`src/design/pps_pkg.sv`:
```
// Purpose: constants and types for the port pin function select block
// Assumes: 8-bit register port, one clock, synchronous reset
// Notes:   register map and pin bundles shared by design and bench
package pps_pkg;

    // ********************************************************
    // register map
    // ********************************************************
    localparam logic [7:0] PPS_ADDR_P2_LATCH = 8'h00;
    localparam logic [7:0] PPS_ADDR_P2_MODE  = 8'h01;
    localparam logic [7:0] PPS_ADDR_P3_LATCH = 8'h02;
    localparam logic [7:0] PPS_ADDR_P3_MODE  = 8'h03;
    localparam logic [7:0] PPS_ADDR_TRIM     = 8'h04;
    localparam logic [7:0] PPS_ADDR_STATUS   = 8'h05;

    // field positions
    localparam int PPS_TRIM_DIVIDED_CPU_CLOCK_OUTPUT_BIT = 6;
    localparam int PPS_TRIM_FIX0_BIT   = 7;
    localparam int PPS_STAT_FIX1_BIT   = 7;

    // reset values
    localparam logic [3:0] PPS_P2_LATCH_RST = 4'hF;
    localparam logic [1:0] PPS_P3_LATCH_RST = 2'h3;
    localparam logic [5:0] PPS_TRIM_RST     = 6'h20;
    localparam logic [7:0] PPS_RDATA_RST    = 8'h00;

    // pin modes, two bits per pin
    localparam logic [1:0] PPS_MODE_QUASI = 2'h0;
    localparam logic [1:0] PPS_MODE_PUSH  = 2'h1;
    localparam logic [1:0] PPS_MODE_INPUT = 2'h2;
    localparam logic [1:0] PPS_MODE_OPEN  = 2'h3;
    localparam logic [7:0] PPS_P2_MODE_RST = 8'hAA;
    localparam logic [3:0] PPS_P3_MODE_RST = 4'hA;

    // ********************************************************
    // types
    // ********************************************************
    typedef enum logic [1:0] {
        PPS_SRC_RC,
        PPS_SRC_WDT,
        PPS_SRC_EXT,
        PPS_SRC_XTAL
    } pps_src_e;

    typedef struct packed {
        logic o;
        logic oe;
        logic pu;
    } pps_pin_s;

    typedef struct packed {
        logic [7:0] addr;
        logic [7:0] wdata;
        logic       wr;
        logic       rd;
    } pps_req_s;

    typedef struct packed {
        logic [3:0] p2_latch;
        logic [7:0] p2_mode;
        logic [1:0] p3_latch;
        logic [3:0] p3_mode;
        logic       clk_out_en;
        logic [5:0] trim;
        logic       clk_div;
        logic [7:0] rdata;
    } pps_state_s;

endpackage : pps_pkg

```
`src/design/pps_pin_select.sv`:
```
// Purpose: steer the upper port 2 pins and the two port 3 pins between
//          port data, the serial unit, the oscillator and the clock output
// Assumes: pin inputs synchronous to mclk, mclk is the cpu clock
// Notes:   pin outputs are o/oe/pu bundles; the pad resolves the wire
//
// The implementer's own choices: the plain strobed port and the register addresses.
`timescale 1ns/100ps

module pps_pin_select
(
    // clock and reset
    input  wire logic             mclk,
    input  wire logic             sys_rst,
    // register port
    input  wire pps_pkg::pps_req_s req,
    output      logic [7:0]       rdata,
    // clock configuration
    input  wire pps_pkg::pps_src_e nv_osc_sel,
    input  wire pps_pkg::pps_src_e cpu_clk_src,
    input  wire logic             rtc_on_crystal,
    input  wire logic             osc_amp_out,
    output      logic             crystal_input_pin,
    // serial unit
    input  wire logic             serial_enable,
    input  wire logic             serial_is_master,
    input  wire logic             mosi_from_spi,
    input  wire logic             miso_from_spi,
    input  wire logic             sck_from_spi,
    output      logic             mosi_to_spi,
    output      logic             miso_to_spi,
    output      logic             sck_to_spi,
    output      logic             select_to_spi,
    // port 2 upper pins
    input  wire logic [3:0]       port2_in,
    output      pps_pkg::pps_pin_s port2_bit2,
    output      pps_pkg::pps_pin_s port2_bit3,
    output      pps_pkg::pps_pin_s port2_bit4,
    output      pps_pkg::pps_pin_s serial_iface_clock_pin,
    // port 3 pins and oscillator trim
    input  wire logic [1:0]       port3_in,
    output      pps_pkg::pps_pin_s port3_bit0,
    output      pps_pkg::pps_pin_s port3_bit1,
    output      logic [5:0]       osc_trim
);
    import pps_pkg::*;

    // ********************************************************
    // state
    // ********************************************************
    pps_state_s st;
    pps_state_s next_st;
    logic       divided_cpu_clock_output_ok;
    logic       p3b0_amp;
    logic       p3b0_clk;
    logic       p3b1_osc;
    logic [7:0] status_word;

    // port driver for one pin from its mode and latch
    function automatic pps_pin_s port_drive(input logic [1:0] mode,
                                            input logic       latch);
        pps_pin_s p;
        p.o  = latch;
        p.oe = 1'b0;
        p.pu = 1'b0;
        case (mode)
            PPS_MODE_QUASI:
            begin
                p.oe = ~latch;
                p.pu = 1'b1;
            end
            PPS_MODE_PUSH:  p.oe = 1'b1;
            PPS_MODE_OPEN:  p.oe = ~latch;
            default:        p.oe = 1'b0;
        endcase
        return p;
    endfunction : port_drive

    // ********************************************************
    // clock source decisions
    // ********************************************************
    // clock output gate
    assign divided_cpu_clock_output_ok = (cpu_clk_src != PPS_SRC_XTAL) && !rtc_on_crystal;
    assign p3b0_amp  = (nv_osc_sel == PPS_SRC_XTAL) || rtc_on_crystal;
    assign p3b0_clk  = !p3b0_amp && st.clk_out_en && divided_cpu_clock_output_ok;
    assign p3b1_osc  = (nv_osc_sel == PPS_SRC_XTAL)
                    || (nv_osc_sel == PPS_SRC_EXT)
                    || (cpu_clk_src == PPS_SRC_EXT)
                    || (cpu_clk_src == PPS_SRC_XTAL)
                    || rtc_on_crystal;

    // status word, fixed-one bit on top
    assign status_word = {1'b1, 1'b0, port3_in, p3b1_osc, p3b0_clk,
                          p3b0_amp, serial_is_master};

    // ********************************************************
    // next state
    // ********************************************************
    always_comb
    begin
        next_st = st;
        // divided clock toggles every rising edge
        next_st.clk_div = ~st.clk_div;
        if (req.wr)
        begin
            case (req.addr)
                PPS_ADDR_P2_LATCH: next_st.p2_latch = req.wdata[5:2];
                PPS_ADDR_P2_MODE:  next_st.p2_mode  = req.wdata;
                PPS_ADDR_P3_LATCH: next_st.p3_latch = req.wdata[1:0];
                // each pin owns two mode bits
                PPS_ADDR_P3_MODE:  next_st.p3_mode  = req.wdata[3:0];
                PPS_ADDR_TRIM:
                begin
                    next_st.clk_out_en = req.wdata[PPS_TRIM_DIVIDED_CPU_CLOCK_OUTPUT_BIT];
                    next_st.trim       = req.wdata[5:0];
                end
                default: next_st.p2_latch = st.p2_latch;
            endcase
        end
        next_st.rdata = 8'h00;
        if (req.rd)
        begin
            // reserved and zero bits read zero
            case (req.addr)
                PPS_ADDR_P2_LATCH:
                    next_st.rdata = {2'b00, st.p2_latch, 2'b00};
                PPS_ADDR_P2_MODE:  next_st.rdata = st.p2_mode;
                PPS_ADDR_P3_LATCH: next_st.rdata = {6'h00, st.p3_latch};
                PPS_ADDR_P3_MODE:  next_st.rdata = {4'h0, st.p3_mode};
                PPS_ADDR_TRIM:
                    next_st.rdata = {1'b0, st.clk_out_en, st.trim};
                PPS_ADDR_STATUS:   next_st.rdata = status_word;
                default:           next_st.rdata = 8'h00;
            endcase
        end
    end

    // ********************************************************
    // registers
    // ********************************************************
    always_ff @(posedge mclk)
    begin
        if (sys_rst)
        begin
            st <= '0;
            st.p2_latch <= PPS_P2_LATCH_RST;
            st.p2_mode  <= PPS_P2_MODE_RST;
            st.p3_latch <= PPS_P3_LATCH_RST;
            st.p3_mode  <= PPS_P3_MODE_RST;
            st.trim     <= PPS_TRIM_RST;
            st.rdata    <= PPS_RDATA_RST;
        end
        else
        begin
            st <= next_st;
        end
    end

    assign rdata    = st.rdata;
    assign osc_trim = st.trim;

    // ********************************************************
    // port 2 pins
    // ********************************************************
    always_comb
    begin
        port2_bit2 = port_drive(st.p2_mode[1:0], st.p2_latch[0]);
        port2_bit3 = port_drive(st.p2_mode[3:2], st.p2_latch[1]);
        port2_bit4 = port_drive(st.p2_mode[5:4], st.p2_latch[2]);
        serial_iface_clock_pin = port_drive(st.p2_mode[7:6],
                                            st.p2_latch[3]);
        if (serial_enable)
        begin
            port2_bit2.o  = mosi_from_spi;
            port2_bit2.oe = serial_is_master;
            port2_bit2.pu = 1'b0;
            port2_bit3.o  = miso_from_spi;
            port2_bit3.oe = !serial_is_master;
            port2_bit3.pu = 1'b0;
            serial_iface_clock_pin.o  = sck_from_spi;
            serial_iface_clock_pin.oe = serial_is_master;
            serial_iface_clock_pin.pu = 1'b0;
        end
    end

    // pin levels back to the serial unit
    assign mosi_to_spi   = port2_in[0];
    assign miso_to_spi   = port2_in[1];
    assign select_to_spi = port2_in[2];
    assign sck_to_spi    = port2_in[3];

    // ********************************************************
    // port 3 pins
    // ********************************************************
    always_comb
    begin
        port3_bit0 = port_drive(st.p3_mode[1:0], st.p3_latch[0]);
        port3_bit1 = port_drive(st.p3_mode[3:2], st.p3_latch[1]);
        if (p3b0_amp)
        begin
            port3_bit0 = '{o: osc_amp_out, oe: 1'b1, pu: 1'b0};
        end
        else if (p3b0_clk)
        begin
            port3_bit0 = '{o: st.clk_div, oe: 1'b1, pu: 1'b0};
        end
        if (p3b1_osc)
        begin
            port3_bit1 = '{o: 1'b0, oe: 1'b0, pu: 1'b0};
        end
    end

    // oscillator input is the bit 1 level when claimed
    assign crystal_input_pin = p3b1_osc & port3_in[1];
endmodule : pps_pin_select

```
`config.mk`:
```
export PLATFORM = sky130hd
export DESIGN_NAME = pps_pin_select
export DESIGN_NICKNAME = d
export VERILOG_FILES = /design/src/design/pps_pkg.sv /design/src/design/pps_pin_select.sv
export SDC_FILE = /design/constraint.sdc
export NUM_CORES = 1
export LEC_CHECK = 0
export ABC_AREA = 1
export BUFFER_PORTS_ARGS = -buffer_cell sky130_fd_sc_hd__buf_2
export CAP_MARGIN = 10
export CORE_MARGIN = 1
export CORE_UTILIZATION = 55
export DETAILED_ROUTE_END_ITERATION = 16
export HOLD_SLACK_MARGIN = 0.08
export MAX_ROUTING_LAYER = met4
export PLACE_DENSITY_LB_ADDON = 0.3
export SLEW_MARGIN = 20
export SYNTH_ARGS = -nofsm -noshare
export SYNTH_HDL_FRONTEND = slang
export SYNTH_SLANG_ARGS = --single-unit
```
`constraint.sdc`:
```
create_clock -name mclk -period 3.9 [get_ports mclk]
set_input_delay 0.975 -clock mclk [delete_from_list [all_inputs] [get_ports mclk]]
set_output_delay 0.975 -clock mclk [all_outputs]
set_load 0.02 [all_outputs]
```
# == Word-level counts from Yosys, hierarchy flattened ==
# Index checks and enable logic that the tools add are counted.
# classes
n_bitwise,9
n_eq_ne,22
reduce_logical,30
muxes,19
# ops
operator,n
8-bit one-hot mux with 6 select lines,1
2-bit == test (second input constant),10
3-bit 2-to-1 mux,6
8-bit by 2-bit == test with 1-bit output (second input constant),2
8-bit by 3-bit == test with 1-bit output (second input constant),2
2-bit OR reduction,7
2-bit by 1-bit == test with 1-bit output (second input constant),6
2-bit logical NOT,6
1-bit one-hot mux with 2 select lines,6
2-bit AND reduction,5
8-bit by 1-bit == test with 1-bit output (second input constant),1
8-bit logical NOT,1
1-bit inverter,8
1-bit 2-to-1 mux,6
1-bit logical OR,5
1-bit logical AND,3
1-bit logical NOT,3
2-bit != test (second input constant),1
1-bit AND,1
# word_totals
in_bits,37
regBits,34

# == Depth between registers and ports, before layout ==
# logic_depth
depth_word,7
depth_mapped,9
depth_no_buf,9

# == Worst setup path before layout ==
# OpenSTA, ideal clock, no wires.
# synth_path
path_type,input to output
from,input port serial_enable
to,output port serial_iface_clock_pin[1] in the netlist's numbering
t_required_ns,2.925
t_arrival_ns,1.726
setup_slack_ns,1.199
path_buffers,1
stages,2
cell_sequence,buf_2 -> o31ai_1
# synth_rtl
item,line,text
"start, declared",pps_pin_select.sv:24,"input wire logic serial_enable,"
"end, declared",pps_pin_select.sv:38,"output pps_pkg::pps_pin_s serial_iface_clock_pin,"

==> flow_metrics.py <==
metrics = {
    "outcome": {
        "status": "finished clean",
    },
    "worst_setup_path": {
        "cp-startpoint": "rtc_on_crystal",
        "worst-endpoint-required_ns": 2.92,
        "crit_type": "input pin to output pin",
        "cp-end-kind": "output pin",
        "worstPathMaxFanout": 4,
        "cp.arrival_ns": 1.75,
        "cp-start-kind": "input pin",
        "r2r_start": "st[15]",
    },
    "global_routing": {
        "grt_pass1_wl_um": 7590,
        "antenna_found_initial": 0,
        "grt_max_degree": 27,
        "overflow": 0,
        "track_usage": 0.241,
        "grt_pass1_vias": 1731,
    },
    "synth": {
        "async_flop_share": 0,
        "synth_area_sq_um": 2230,
        "synth_fa_ha_area_frac": 0.101,
        "synth_top_family_by_area": "simple AND/OR/NAND/NOR gates",
        "ys_ff_latch": 34,
        "synthCells": 303,
        "synth_commonest_cells": "52 x nand2_1, 47 x nor2_1, 34 x dfxtp_1, 29 x inv_1, 29 x nand3_1",
        "yosysSeqAreaShare": 0.305,
        "ys_warn_count": 0,
        "synth-main-ff-cell": "dfxtp_1",
        "synth-compound-area-share": 0.112,
        "synth_top_area_frac": 0.305,
        "yosys.area.top_type": "dfxtp_1",
        "synthDistinctLibCells": 33,
        "synth-simple-area-share": 0.319,
        "synth_fp_nets": 358,
        "synthTopCellsByArea": "dfxtp_1 30%, ha_1 10%, nand2_1 8.7%",
        "synth_xor_area_frac": 0,
        "synth_area_per_cell_sq_um": 7.38,
        "synth_edf_count": 0,
        "synth_mux_area_frac": 0.0151,
        "synth.most_common_cell": "nand2_1",
    },
    "floorplanning": {
        "start_util": 0.593,
        "die_height_um": 65.7,
        "die_area_sq_um": 4320,
        "die-width_um": 65.7,
        "fp-row-count": 22,
        "io_pins": 74,
        "core_sq_um": 3770,
    },
    "worst_hold_path": {
        "hold_path_startpoint": "st[8]",
        "hold_class": "flop to flop",
    },
    "placement": {
        "numPortBuffers": 65,
        "routabilityCongestion": 0.811,
        "dp_cells": 390,
        "dp_hpwl_um": 3630,
    },
    "job": {
        "drv_cap": 0,
    },
    "timing": {
        "drv_slew": 0,
        "hold_slack_ns": 0.418,
        "fmax_mhz": 367,
        "setup_viol": 0,
        "finalSetupTns_ns": 0,
        "rsz0062_at_grt": "false",
        "finalHoldViolCount": 0,
        "fin_crit_sh": 0.698,
        "period_needed_ns": 2.72,
        "tightest_slew_ns": 0.865,
        "maxSlewHeadroom": 0.423,
        "fin_skew_ns": 0.00718,
    },
    "drt": {
        "vias": 2003,
        "wire_per_inst_um": 11.5,
        "finalWirelength_um": 4590,
        "ant_nets": 0,
        "vias_per_cell": 5.03,
        "drc": 0,
        "dr.pass1.iters": 4,
        "drt_iter0_drc": 133,
    },
    "finish": {
        "final_core_utilization": 0.679,
        "diodes": 0,
        "synthToLayoutAreaGrowth_pct": 14.6,
        "drive_above_1_share": 0.300,
        "n_fill_cell": 336,
        "fin_cells": 398,
        "final_nets": 404,
    },
    "clocking": {
        "cts.repair.resized": 0,
        "cts_sinks": 34,
        "clkTransAtPathRegs_ns": 0.07,
        "cts_buffers": 5,
        "clkLatencyLatePin_ns": 0.29,
        "cts-root-buf": "clkbuf_8",
        "cts_tree": "built",
        "cts_max_level": 2,
        "postCtsSetupBuffers": 0,
        "cts_hold_buf": 0,
        "clockBufferDepth": 2,
    },
    "power_and_ir_drop": {
        "leakage_nw": 1.34,
        "peakVddDrop_mv": 0.264,
        "power_density_nw_per_um2": 319,
        "total_power_w": 0.000816,
    },
}
==> cell families after synthesis <==
family	count (synthesis)
AO/OA/AOI/OAI	38
AND/OR/NAND/NOR	148
buffers and inverters	62
adder cells (fa/ha/maj)	18
flip-flops	34
multiplexers	3
==> power by group <==
part	switching [W]	internal, W	total (W)
logic	0.0000503	0.0000268	0.0000770
clock network	0.000133	0.000256	0.000389
registers	0.000000947	0.000348	0.000349
==> critical path: stages <==
cell,delay [ns]
buf_2,0.09
inv_1,0.07
nand2_1,0.11
a21oi_1,0.20
nand2_1,0.08
nand3_1,0.07
buf_2,0.16
==> per-stage QoR <==
step / setup WS, ns / area (sq um)
after global routing: 1.09 / 2560
after floorplan: 1.20 / 2230
after global placement: 1.22 / 2420
after CTS: 1.18 / 2560
after detailed placement: 1.19 / 2420
final: 1.18 / 2560
==> cell usage in the layout (no fill, tap or decap), types with 2 or more instances in the layout <==
master	Yosys	final
buf_2	2	65
nand2_1	52	52
nor2_1	47	47
dfxtp_1	34	34
inv_1	29	29
nand3_1	29	29
ha_1	18	18
o21ai_0	13	13
a21oi_1	9	9
inv_2	6	6
o211ai_1	5	5
clkbuf_8	0	5
nand2_2	4	4
mux2_2	3	3
nor2_8	3	3
o211ai_2	3	3
o31ai_1	2	2
nor3_1	2	2
nor2_4	2	2
nand2_4	2	2
o21ai_2	2	2
a21oi_2	2	2
nand3_2	2	2
nor2_2	2	2
bufinv_16	0	2
==> path summary, 6_finish.rpt <==
kind | endpoint | slack, ns | cells past startpoint
worst max-delay path | port3_bit0[2] | 1.18 | 7
worst min-delay path | st[8] | 0.42 | 1
worst max register to register | rdata[2] | 2.88 | 6
worst min register to register | st[8] | 0.42 | 1
==> registers in the layout, summed over array words and instances (netlist names) <==
name / cells
st: 19
rdata: 8
osc_trim: 6
port2_bit4: 1
==> metal layers <==
metal	vias up	global-route usage	share of wire
met4	0	0.0815	0.014
met3	8	0.0573	0.069
met1	883	0.304	0.46
met5	-	-	0
li1	1041	-	-
met2	71	0.375	0.46
==> final cells by class <==
| cell class | instances | area, sq um | share of cell area |
|---|---|---|---|
| Clock inverter | 3 | 68.8 | 0.0269 |
| Tap cell | 48 | 60.1 | 0.0235 |
| Sequential cell | 34 | 681 | 0.266 |
| Clock buffer | 5 | 68.8 | 0.0269 |
| Timing Repair Buffer | 65 | 325 | 0.127 |
| Inverter | 36 | 135 | 0.0528 |
| Multi-Input combinational cell | 207 | 1220 | 0.477 |
(Power assumes the default switching activity.)
